File: config.mk
export PLATFORM = sky130hd
export DESIGN_NAME = hsv_regs
export DESIGN_NICKNAME = d
export VERILOG_FILES = /design/src/core/hsv_pkg.sv /design/src/core/hsv_regs.sv
export SDC_FILE = /design/constraint.sdc
export NUM_CORES = 1
export LEC_CHECK = 0
export ABC_AREA = 1
export BUFFER_PORTS_ARGS = -buffer_cell sky130_fd_sc_hd__buf_4
export CELL_PAD_IN_SITES_DETAIL_PLACEMENT = 1
export CELL_PAD_IN_SITES_GLOBAL_PLACEMENT = 2
export CORE_MARGIN = 2
export CORE_UTILIZATION = 28
export DETAILED_ROUTE_END_ITERATION = 12
export GPL_TIMING_DRIVEN = 0
export PLACE_DENSITY = 0.78
export SLEW_MARGIN = 15
export SYNTH_ARGS = -nofsm -noshare
export SYNTH_HDL_FRONTEND = slang
export SYNTH_SLANG_ARGS = --single-unit
export TNS_END_PERCENT = 100
File: constraint.sdc
create_clock -name core_clk -period 1.5 [get_ports core_clk]
set_clock_uncertainty 0.2 [all_clocks]
set_input_delay 0 -clock core_clk [delete_from_list [all_inputs] [get_ports core_clk]]
set_output_delay 0 -clock core_clk [all_outputs]
set_load 0.05 [all_outputs]
File: src/core/hsv_pkg.sv
// constants for the headphone startup and volume register block
package hsv_pkg;
  localparam logic [7:0] HSV_PAGE = 8'h01;
  localparam logic [7:0] HSV_OFS_STARTUP = 8'h14;
  localparam logic [7:0] HSV_OFS_RSVD = 8'h15;
  localparam logic [7:0] HSV_OFS_VOLUME = 8'h16;
  localparam logic [7:0] HSV_RST_STARTUP = 8'h00;
  localparam logic [7:0] HSV_RST_RSVD = 8'h00;
  localparam logic [6:0] HSV_RST_VOLUME = 7'h00;
  // startup control and volume field positions
  localparam int HSV_STEP_HI = 7;
  localparam int HSV_STEP_LO = 6;
  localparam int HSV_PWR_HI = 5;
  localparam int HSV_PWR_LO = 2;
  localparam int HSV_RES_HI = 1;
  localparam int HSV_RES_LO = 0;
  localparam int HSV_VOL_HI = 6;
  // step times in ms
  localparam logic [7:0] HSV_STEP_MS_0 = 8'h00;
  localparam logic [7:0] HSV_STEP_MS_1 = 8'h32;
  localparam logic [7:0] HSV_STEP_MS_2 = 8'h64;
  localparam logic [7:0] HSV_STEP_MS_3 = 8'hc8;
  // charge resistance codes and values in kilo-ohm
  localparam logic [1:0] HSV_RES_25K = 2'h0;
  localparam logic [1:0] HSV_RES_6K = 2'h1;
  localparam logic [1:0] HSV_RES_2K = 2'h2;
  localparam logic [1:0] HSV_RES_BAD = 2'h3;
  localparam logic [5:0] HSV_KOHM_25 = 6'h19;
  localparam logic [5:0] HSV_KOHM_6 = 6'h06;
  localparam logic [5:0] HSV_KOHM_2 = 6'h02;
  // power-up codes: off, and first code that 25K forbids
  localparam logic [3:0] HSV_PWR_OFF = 4'h0;
  localparam logic [3:0] HSV_PWR_LONG = 4'hd;
  // attenuation table covers codes below this one
  localparam logic [6:0] HSV_VOL_TABLE_END = 7'h28;
  localparam logic [9:0] HSV_ATTEN_UNLISTED = 10'h3ff;
  localparam logic [7:0] HSV_READ_ZERO = 8'h00;
endpackage : hsv_pkg

File: src/core/hsv_regs.sv
// headphone startup control and volume register bank
// What this block does
// step field bits 7:6 selects 0, 50, 100 or 200 ms soft-routing step.
// power-up field 0000 powers headphone amp without the slow ramp.
// power-up codes 1..12 select 0.5 up to 8 time constants.
// codes 13..15 give 16, 24, 32; host avoids them with 25K.
// resistance field selects 25K, 6K, 2K; host never writes code 11.
// reserved register after startup reads zero; host writes only default.
// volume bit 7 is reserved, read-only, reads zero.
// volume field bits 6:0 resets to zero, 0.0 dB; early steps 0.5 dB.
// volume code maps to attenuation through a fixed lookup table.
// writable fields hold and read back the last written value.
`timescale 1ns/1ps
module hsv_regs
  import hsv_pkg::*;
(
  // clock and reset
  input wire logic core_clk,
  input wire logic rst,
  // register port behind the serial control interface
  input wire logic [7:0] page_sel,
  input wire logic [7:0] reg_addr,
  input wire logic wr_en,
  input wire logic [7:0] wr_data,
  input wire logic rd_en,
  output logic [7:0] rd_data,
  output logic rd_valid,
  // decoded settings toward the analog path
  output logic [7:0] step_time_ms,
  output logic slow_ramp_en,
  output logic [15:0] ramp_tc_milli,
  output logic [5:0] charge_kohm,
  output logic cfg_invalid,
  output logic [9:0] hp_atten_tenth_db,
  output logic hp_atten_listed
);

  logic [7:0] startup;
  logic [6:0] volume;
  logic page_hit;
  logic wr_startup;
  logic wr_volume;

  assign page_hit = (page_sel == HSV_PAGE);
  assign wr_startup = wr_en && page_hit && (reg_addr == HSV_OFS_STARTUP);
  assign wr_volume = wr_en && page_hit && (reg_addr == HSV_OFS_VOLUME);

  function automatic logic [7:0] step_ms(input logic [1:0] code);
    unique case (code)
      2'h0: step_ms = HSV_STEP_MS_0;
      2'h1: step_ms = HSV_STEP_MS_1;
      2'h2: step_ms = HSV_STEP_MS_2;
      2'h3: step_ms = HSV_STEP_MS_3;
    endcase
  endfunction : step_ms

  // durations in thousandths of a time constant
  function automatic logic [15:0] tc_milli(input logic [3:0] code);
    unique case (code)
      4'h0: tc_milli = 16'h0000;
      4'h1: tc_milli = 16'h01f4;
      4'h2: tc_milli = 16'h0271;
      4'h3: tc_milli = 16'h02d5;
      4'h4: tc_milli = 16'h036b;
      4'h5: tc_milli = 16'h03e8;
      4'h6: tc_milli = 16'h07d0;
      4'h7: tc_milli = 16'h0bb8;
      4'h8: tc_milli = 16'h0fa0;
      4'h9: tc_milli = 16'h1388;
      4'ha: tc_milli = 16'h1770;
      4'hb: tc_milli = 16'h1b58;
      4'hc: tc_milli = 16'h1f40;
      4'hd: tc_milli = 16'h3e80;
      4'he: tc_milli = 16'h5dc0;
      4'hf: tc_milli = 16'h7d00;
    endcase
  endfunction : tc_milli

  function automatic logic [5:0] kohm(input logic [1:0] code);
    unique case (code)
      HSV_RES_25K: kohm = HSV_KOHM_25;
      HSV_RES_6K: kohm = HSV_KOHM_6;
      HSV_RES_2K: kohm = HSV_KOHM_2;
      HSV_RES_BAD: kohm = HSV_KOHM_25;
    endcase
  endfunction : kohm

  // table kept as printed, repeated steps included; not a formula
  function automatic logic [9:0] atten(input logic [6:0] code);
    logic [9:0] t [0:39];
    t = '{10'd0, 10'd5, 10'd10, 10'd15, 10'd20, 10'd25, 10'd30, 10'd35,
          10'd40, 10'd40, 10'd50, 10'd55, 10'd60, 10'd65, 10'd70, 10'd75,
          10'd80, 10'd85, 10'd90, 10'd90, 10'd100, 10'd105, 10'd110, 10'd115,
          10'd120, 10'd125, 10'd130, 10'd135, 10'd141, 10'd146, 10'd151,
          10'd156, 10'd160, 10'd165, 10'd171, 10'd175, 10'd181, 10'd186,
          10'd191, 10'd191};
    if (code < HSV_VOL_TABLE_END) begin
      atten = t[code[5:0]];
    end else begin
      atten = HSV_ATTEN_UNLISTED;
    end
  endfunction : atten

  // startup control storage
  always_ff @(posedge core_clk or posedge rst) begin
    if (rst) begin
      startup <= HSV_RST_STARTUP;
    end else if (wr_startup) begin
      startup <= wr_data;
    end
  end

  // volume storage; bit 7 is never stored
  always_ff @(posedge core_clk or posedge rst) begin
    if (rst) begin
      volume <= HSV_RST_VOLUME;
    end else if (wr_volume) begin
      volume <= wr_data[HSV_VOL_HI:0];
    end
  end

  // read path, one cycle latency; other addresses read zero
  always_ff @(posedge core_clk or posedge rst) begin
    if (rst) begin
      rd_data <= HSV_READ_ZERO;
      rd_valid <= 1'b0;
    end else begin
      rd_valid <= rd_en;
      if (rd_en && page_hit && reg_addr == HSV_OFS_STARTUP) begin
        rd_data <= startup;
      end else if (rd_en && page_hit && reg_addr == HSV_OFS_VOLUME) begin
        rd_data <= {1'b0, volume};
      end else begin
        rd_data <= HSV_READ_ZERO;
      end
    end
  end

  // decoded startup settings
  always_ff @(posedge core_clk or posedge rst) begin
    if (rst) begin
      step_time_ms <= HSV_STEP_MS_0;
      slow_ramp_en <= 1'b0;
      ramp_tc_milli <= '0;
      charge_kohm <= HSV_KOHM_25;
      cfg_invalid <= 1'b0;
    end else begin
      step_time_ms <= step_ms(startup[HSV_STEP_HI:HSV_STEP_LO]);
      slow_ramp_en <= startup[HSV_PWR_HI:HSV_PWR_LO] != HSV_PWR_OFF;
      ramp_tc_milli <= tc_milli(startup[HSV_PWR_HI:HSV_PWR_LO]);
      charge_kohm <= kohm(startup[HSV_RES_HI:HSV_RES_LO]);
      // flags host misuse only; the analog side still gets a value
      cfg_invalid <= (startup[HSV_RES_HI:HSV_RES_LO] == HSV_RES_BAD) ||
        ((startup[HSV_RES_HI:HSV_RES_LO] == HSV_RES_25K) &&
         (startup[HSV_PWR_HI:HSV_PWR_LO] >= HSV_PWR_LONG));
    end
  end

  // volume attenuation lookup
  always_ff @(posedge core_clk or posedge rst) begin
    if (rst) begin
      hp_atten_tenth_db <= '0;
      hp_atten_listed <= 1'b1;
    end else begin
      hp_atten_tenth_db <= atten(volume);
      hp_atten_listed <= volume < HSV_VOL_TABLE_END;
    end
  end
endmodule : hsv_regs

Word-level counts from Yosys, hierarchy flattened
Memory sizes are Yosys's and may differ from the RTL's. A register that Yosys moved wholly into a read port is not among the register bits.
Cells that the tools add are included.
Operators by class
  multiplexer cells: 7
  shift-type cells: 0
  $mul: 0
  bitwise logic cells: 1
  equal/unequal tests: 9
  div/mod/pow operators: 0
  reduce and logical (&&, ||, !) cells: 12
  magnitude comparators: 3
  add/sub/neg operators: 0
Operator list (count)
  8-bit one-hot mux with 4 select lines: 1
  10-bit two-way mux: 3
  6-bit one-hot mux with 3 select lines: 1
  8-bit by 5-bit equality test with 1-bit output (second input constant): 2
  2-bit equality test (second input constant): 4
  8-bit by 1-bit equality test with 1-bit output (second input constant): 1
  8-bit two-way mux: 1
  7-bit >= comparator (second input constant): 1
  1-bit logical AND: 7
  7-bit by 6-bit < comparator with 1-bit output (second input constant): 1
  7-bit two-way mux: 1
  6-bit NOT with 7-bit output: 1
  2-bit by 1-bit equality test with 1-bit output (second input constant): 2
  4-bit >= comparator (second input constant): 1
  2-bit zero test: 2
  4-bit nonzero test: 1
  2-bit OR reduction: 1
  1-bit logical OR: 1
Storage, ports and cells
  word-level logic and storage cells: 45
  bits in latches: 0
  memories: 2
  memory bits (read-only): 880
  memory bits (writable): 0
  register bits: 67
Memory list
  (no name shown): words 64, width 10, read ports 1, clocked after memory_dff 0, write ports 0, line hsv_regs.sv:98  | atten = t[code[5:0]];
  (no name shown): words 16, width 15, read ports 1, clocked after memory_dff 1, write ports 0, line hsv_regs.sv:59  | unique case (code)

Depth between registers and ports, before layout
  depth after elaboration: 5
  mapped depth: 9
  depth with buffers taken out: 9

Worst setup path before layout
No wires, ideal clock.
  path kind: reg-to-reg
  start point: register volume[0]
  end point: register hp_atten_tenth_db[3]
  buffers on the path: 0
  setup slack: 0.001 ns
  clock period less this slack: 1.499 ns
  arrival: 1.172 ns
  library setup time: 0.127 ns
  stages on the path, launching flop included: 7
  path through: dfrtp_1 > inv_1 > ha_1 > o21ai_1 > nand2_1 > nand2_1 > o21ai_1
On the way
  longest elaborated chain between the ends: 5
  elaborated cells on any way between the ends: 6
RTL lines
  from (decl): line hsv_regs.sv:39  | logic [6:0] volume;
  from (signal assigned): line hsv_regs.sv:118  | volume <= wr_data[HSV_VOL_HI:0];
  6-bit NOT with 7-bit output (not written as such): line hsv_regs.sv:98
  memory read 64 x 10 bit
  10-bit two-way mux (not written as such) (2 in a row): line hsv_regs.sv:98
  10-bit two-way mux *: line hsv_regs.sv:97  | if (code < HSV_VOL_TABLE_END) begin
  to (signal assigned): line hsv_regs.sv:165  | hp_atten_tenth_db <= atten(volume);
  to (decl): line hsv_regs.sv:34  | output logic [9:0] hp_atten_tenth_db,
Mark *: on every way between the ends. The rest lies on a longest branch, timed or not. The select of a mux whose other input is x is not followed.
A chain may end at the register's enable or synchronous reset.

Final worst setup path
  start point: register volume[1]
  end point: register hp_atten_tenth_db[5]
Same word-level chain as after synthesis.

==> run metrics <==
dominant cell type by count on the critical path nor2_2; CTS buffer count 9; CP Cell Sequence inv_2, buf_12, ha_4, nor2_2, nor2_2, o21ai_1, nand3_1; die area 0.0117 mm^2; initial antenna violation count 0; number of flops mapped to enable cells by yosys 0; final WL 8740 um; Most Crowded Layer GR met2; Synth async-reset ratio 100%; I/O pins 80; diode count 0; Worst Hold Class in -> reg; Slew Viols, Final 0; flops & latches, synth 59; clock latency on the worst-skew pair 340 ps; crit path from volume[1]$_DFFE_PP0P_; critical path's slowest cell dfrtp_1; P&R area growth vs syn 58.4%; WL/cell 13.5 um; crit path max fanout 4; ys flop type dfrtp_1; Setup Total Neg Slack -8.16 ps; core box area 0.0104 mm^2; Tmin final 1510 ps; Final HPWL DP 5780 um; Clock Power Share 44.6%; nets@finish 548; RSZ-0062 raised after global routing yes; Syn. warnings 0; failing checks hold timing, setup timing; Final ANT Viol Nets 0; Place WS -224 ps; Pint 0.00252 W; Critical Path Sink Type flop; Slew HR 59.0%; synthesized area 0.00303 mm^2; most instantiated cells after synthesis nand2_1 (88), dfrtp_1 (57), inv_1 (40); GP Congestion 0.788; DR iter-0 viols 33; CTS tree done; design area 0.00479 mm^2; total iterations of the first detailed-routing run 4; synth unique cells 31; Max IR drop VDD 0.334 mV; H-tree depth 3; sequential-to-total area share from yosys stat 48.9%; CTS sink cnt 59; Initial Util 29.1%; Max-Cap Viols 0; Util after Layout 46.0%; combinational share of power 7.5%; Synth Instances 349; DRC Markers 0; slowest stage delay, CP 380 ps; final hold vios 5; layout cells sized above 1 39.6%; status finished, violations left; top cells by area, synth dfrtp_1 (47%), nand2_1 (11%), ha_1 (6.2%), inv_1 (5.0%), nand3_1 (3.6%); switching part of the total power 24.2%; DR vias 2858; PD cells 694 mW/mm^2; total grt overflow 0; CP Data Arrival Time 1510 ps; Hold Startpoint page_sel[1]; Max Freq 0.663 GHz; first-pass GRT wire length 14300 um; pin count of the biggest net entering global routing 34; drt via density 4.42; Layout fillers 1255; WS Path Type reg -> reg; CTS max path bufs 2; dominant cell type by area after synthesis dfrtp_1; Worst-path clk slew 80 ps; CTS Root Cell clkbuf_8; most frequent cell after synthesis nand2_1; Req. time, crit path 1510 ps; CP Launch Type flop; syn_area_per_cell 8.67 um^2; Synth top area share 47.1%; Area after DPL 0.00379 mm^2; Final setup viols 2; final hold slack -10.2 ps; LEAKAGE 2.50 nW; GR Util met1 19.1%; GR Layer Usage met2 27.0%; die height 108 um; vias in the first global route 2961; setup ws final -7.45 ps; RR Startpoint volume[1]$_DFFE_PP0P_; num rows 37; sw power 0.000804 W; Worst Tran Pin Value 614 ps; crit share post-route 100%; total track usage 15.6%; met3 Use GR 3.74%; Die Width 108 um; # port buffers 75; sequential power share 47.9%
==> power groups by stage <==
| stage | Combinational, W | Sequential, W | Clock [W] |
|---|---|---|---|
| finish | 0.000249 | 0.00159 | 0.00148 |
| global route | 0.000274 | 0.00159 | 0.00161 |
| CTS | 0.000242 | 0.00159 | 0.00153 |
| detailed placement | 0.000192 | 0.00162 | 0 |
| global placement | 0.000181 | 0.00162 | 0 |
| floorplan | 0.0000920 | 0.00163 | 0 |
==> registers in the layout (all words and copies together) (netlist names) <==
name	flops
cfg_invalid	1
charge_kohm	3
hp_atten_listed	1
hp_atten_tenth_db	9
ramp_tc_milli	15
rd_data	8
rd_valid	1
slow_ramp_en	1
startup	8
step_time_ms	5
volume	7
==> cells in the final DEF, fill, tap and decap left out, types with 3 or more instances in the layout <==
cell / instances
nand3_1: 20
clkbuf_8: 10
nor2_1: 21
nand2_2: 7
nand2_1: 82
inv_2: 5
buf_4: 104
buf_2: 5
inv_4: 4
nor3_1: 3
inv_1: 34
dfrtp_1: 51
clkinvlp_4: 4
dlygate4sd3_1: 42
o21ai_0: 7
o21bai_1: 3
ha_4: 3
ha_2: 3
buf_6: 4
conb_1: 3
nor2_2: 9
o21ai_2: 3
dfrtp_2: 6
nand3_2: 4
a21oi_1: 6
nand4_1: 15
o21ai_1: 8
a21oi_2: 4
ha_1: 9
nor2_4: 6
==> layer usage <==
layer | share of wire [%] | up-vias
li1 | - | 1414
met5 | 0 | -
met4 | 1.6 | 0
met3 | 5.1 | 10
met1 | 43 | 1366
met2 | 50 | 68
==> logic make-up after synthesis <==
logic type	after synthesis	synth area share (%)
simple gates	178	29.1
flops	59	48.9
fa+ha+maj	15	6.20
other cells	1	0.124
compound gates	34	6.04
buf+inv	62	9.67
==> metrics by stage <==
step	total power (W)	cells
after floorplan	0.00172	351
after CTS	0.00336	631
after global placement	0.00180	562
after detailed placement	0.00182	563
final	0.00332	646
after global routing	0.00348	646
==> worst max-delay path, delay by kind of cell (launching register included) <==
kind / cells / cell delay, ps
AO/OA/AOI/OAI: 1 / 130
AND/OR/NAND/NOR: 3 / 260
buffers and inverters: 2 / 240
flip-flops: 1 / 380
adder cells (fa/ha/maj): 1 / 150
==> final timing paths <==
| check | endpoint | slack [ps] | cells past startpoint |
|---|---|---|---|
| max | hp_atten_tenth_db[5]$_DFF_PP0_ | -7 | 7 |
| min | volume[6]$_DFFE_PP0P_ | -10 | 7 |
| max reg2reg | hp_atten_tenth_db[5]$_DFF_PP0_ | -7 | 7 |
| min reg2reg | volume[6]$_DFFE_PP0P_ | 370 | 2 |
| max in group asynchronous | hp_atten_listed$_DFF_PP1_ | 390 | 4 |
| min in group asynchronous | rd_data[7]$_DFF_PP0_ | 90 | 3 |
==> area by class of cell <==
class	count	area, um^2	area share, %
buffer	17	129	2.69
clock buffer	10	138	2.87
clock inverter	6	63.8	1.33
inverter	45	186	3.89
multi-input combinational	230	1400	29.3
sequential	59	1490	31.0
tap	136	170	3.55
timing repair buffer	143	1220	25.4
==> what timing repair did <==
item / 4_1_cts / 5_1_grt
endpoints found under the hold margin: 82 / 7
cloned: 0 / 1
setup buffers: 8 / 15
hold buffers: 44 / 1
pin swaps: 3 / 20
gates resized for setup: 14 / 53
endpoints found under the setup margin: 15 / 30
Power figures use the tool's default switching activity.
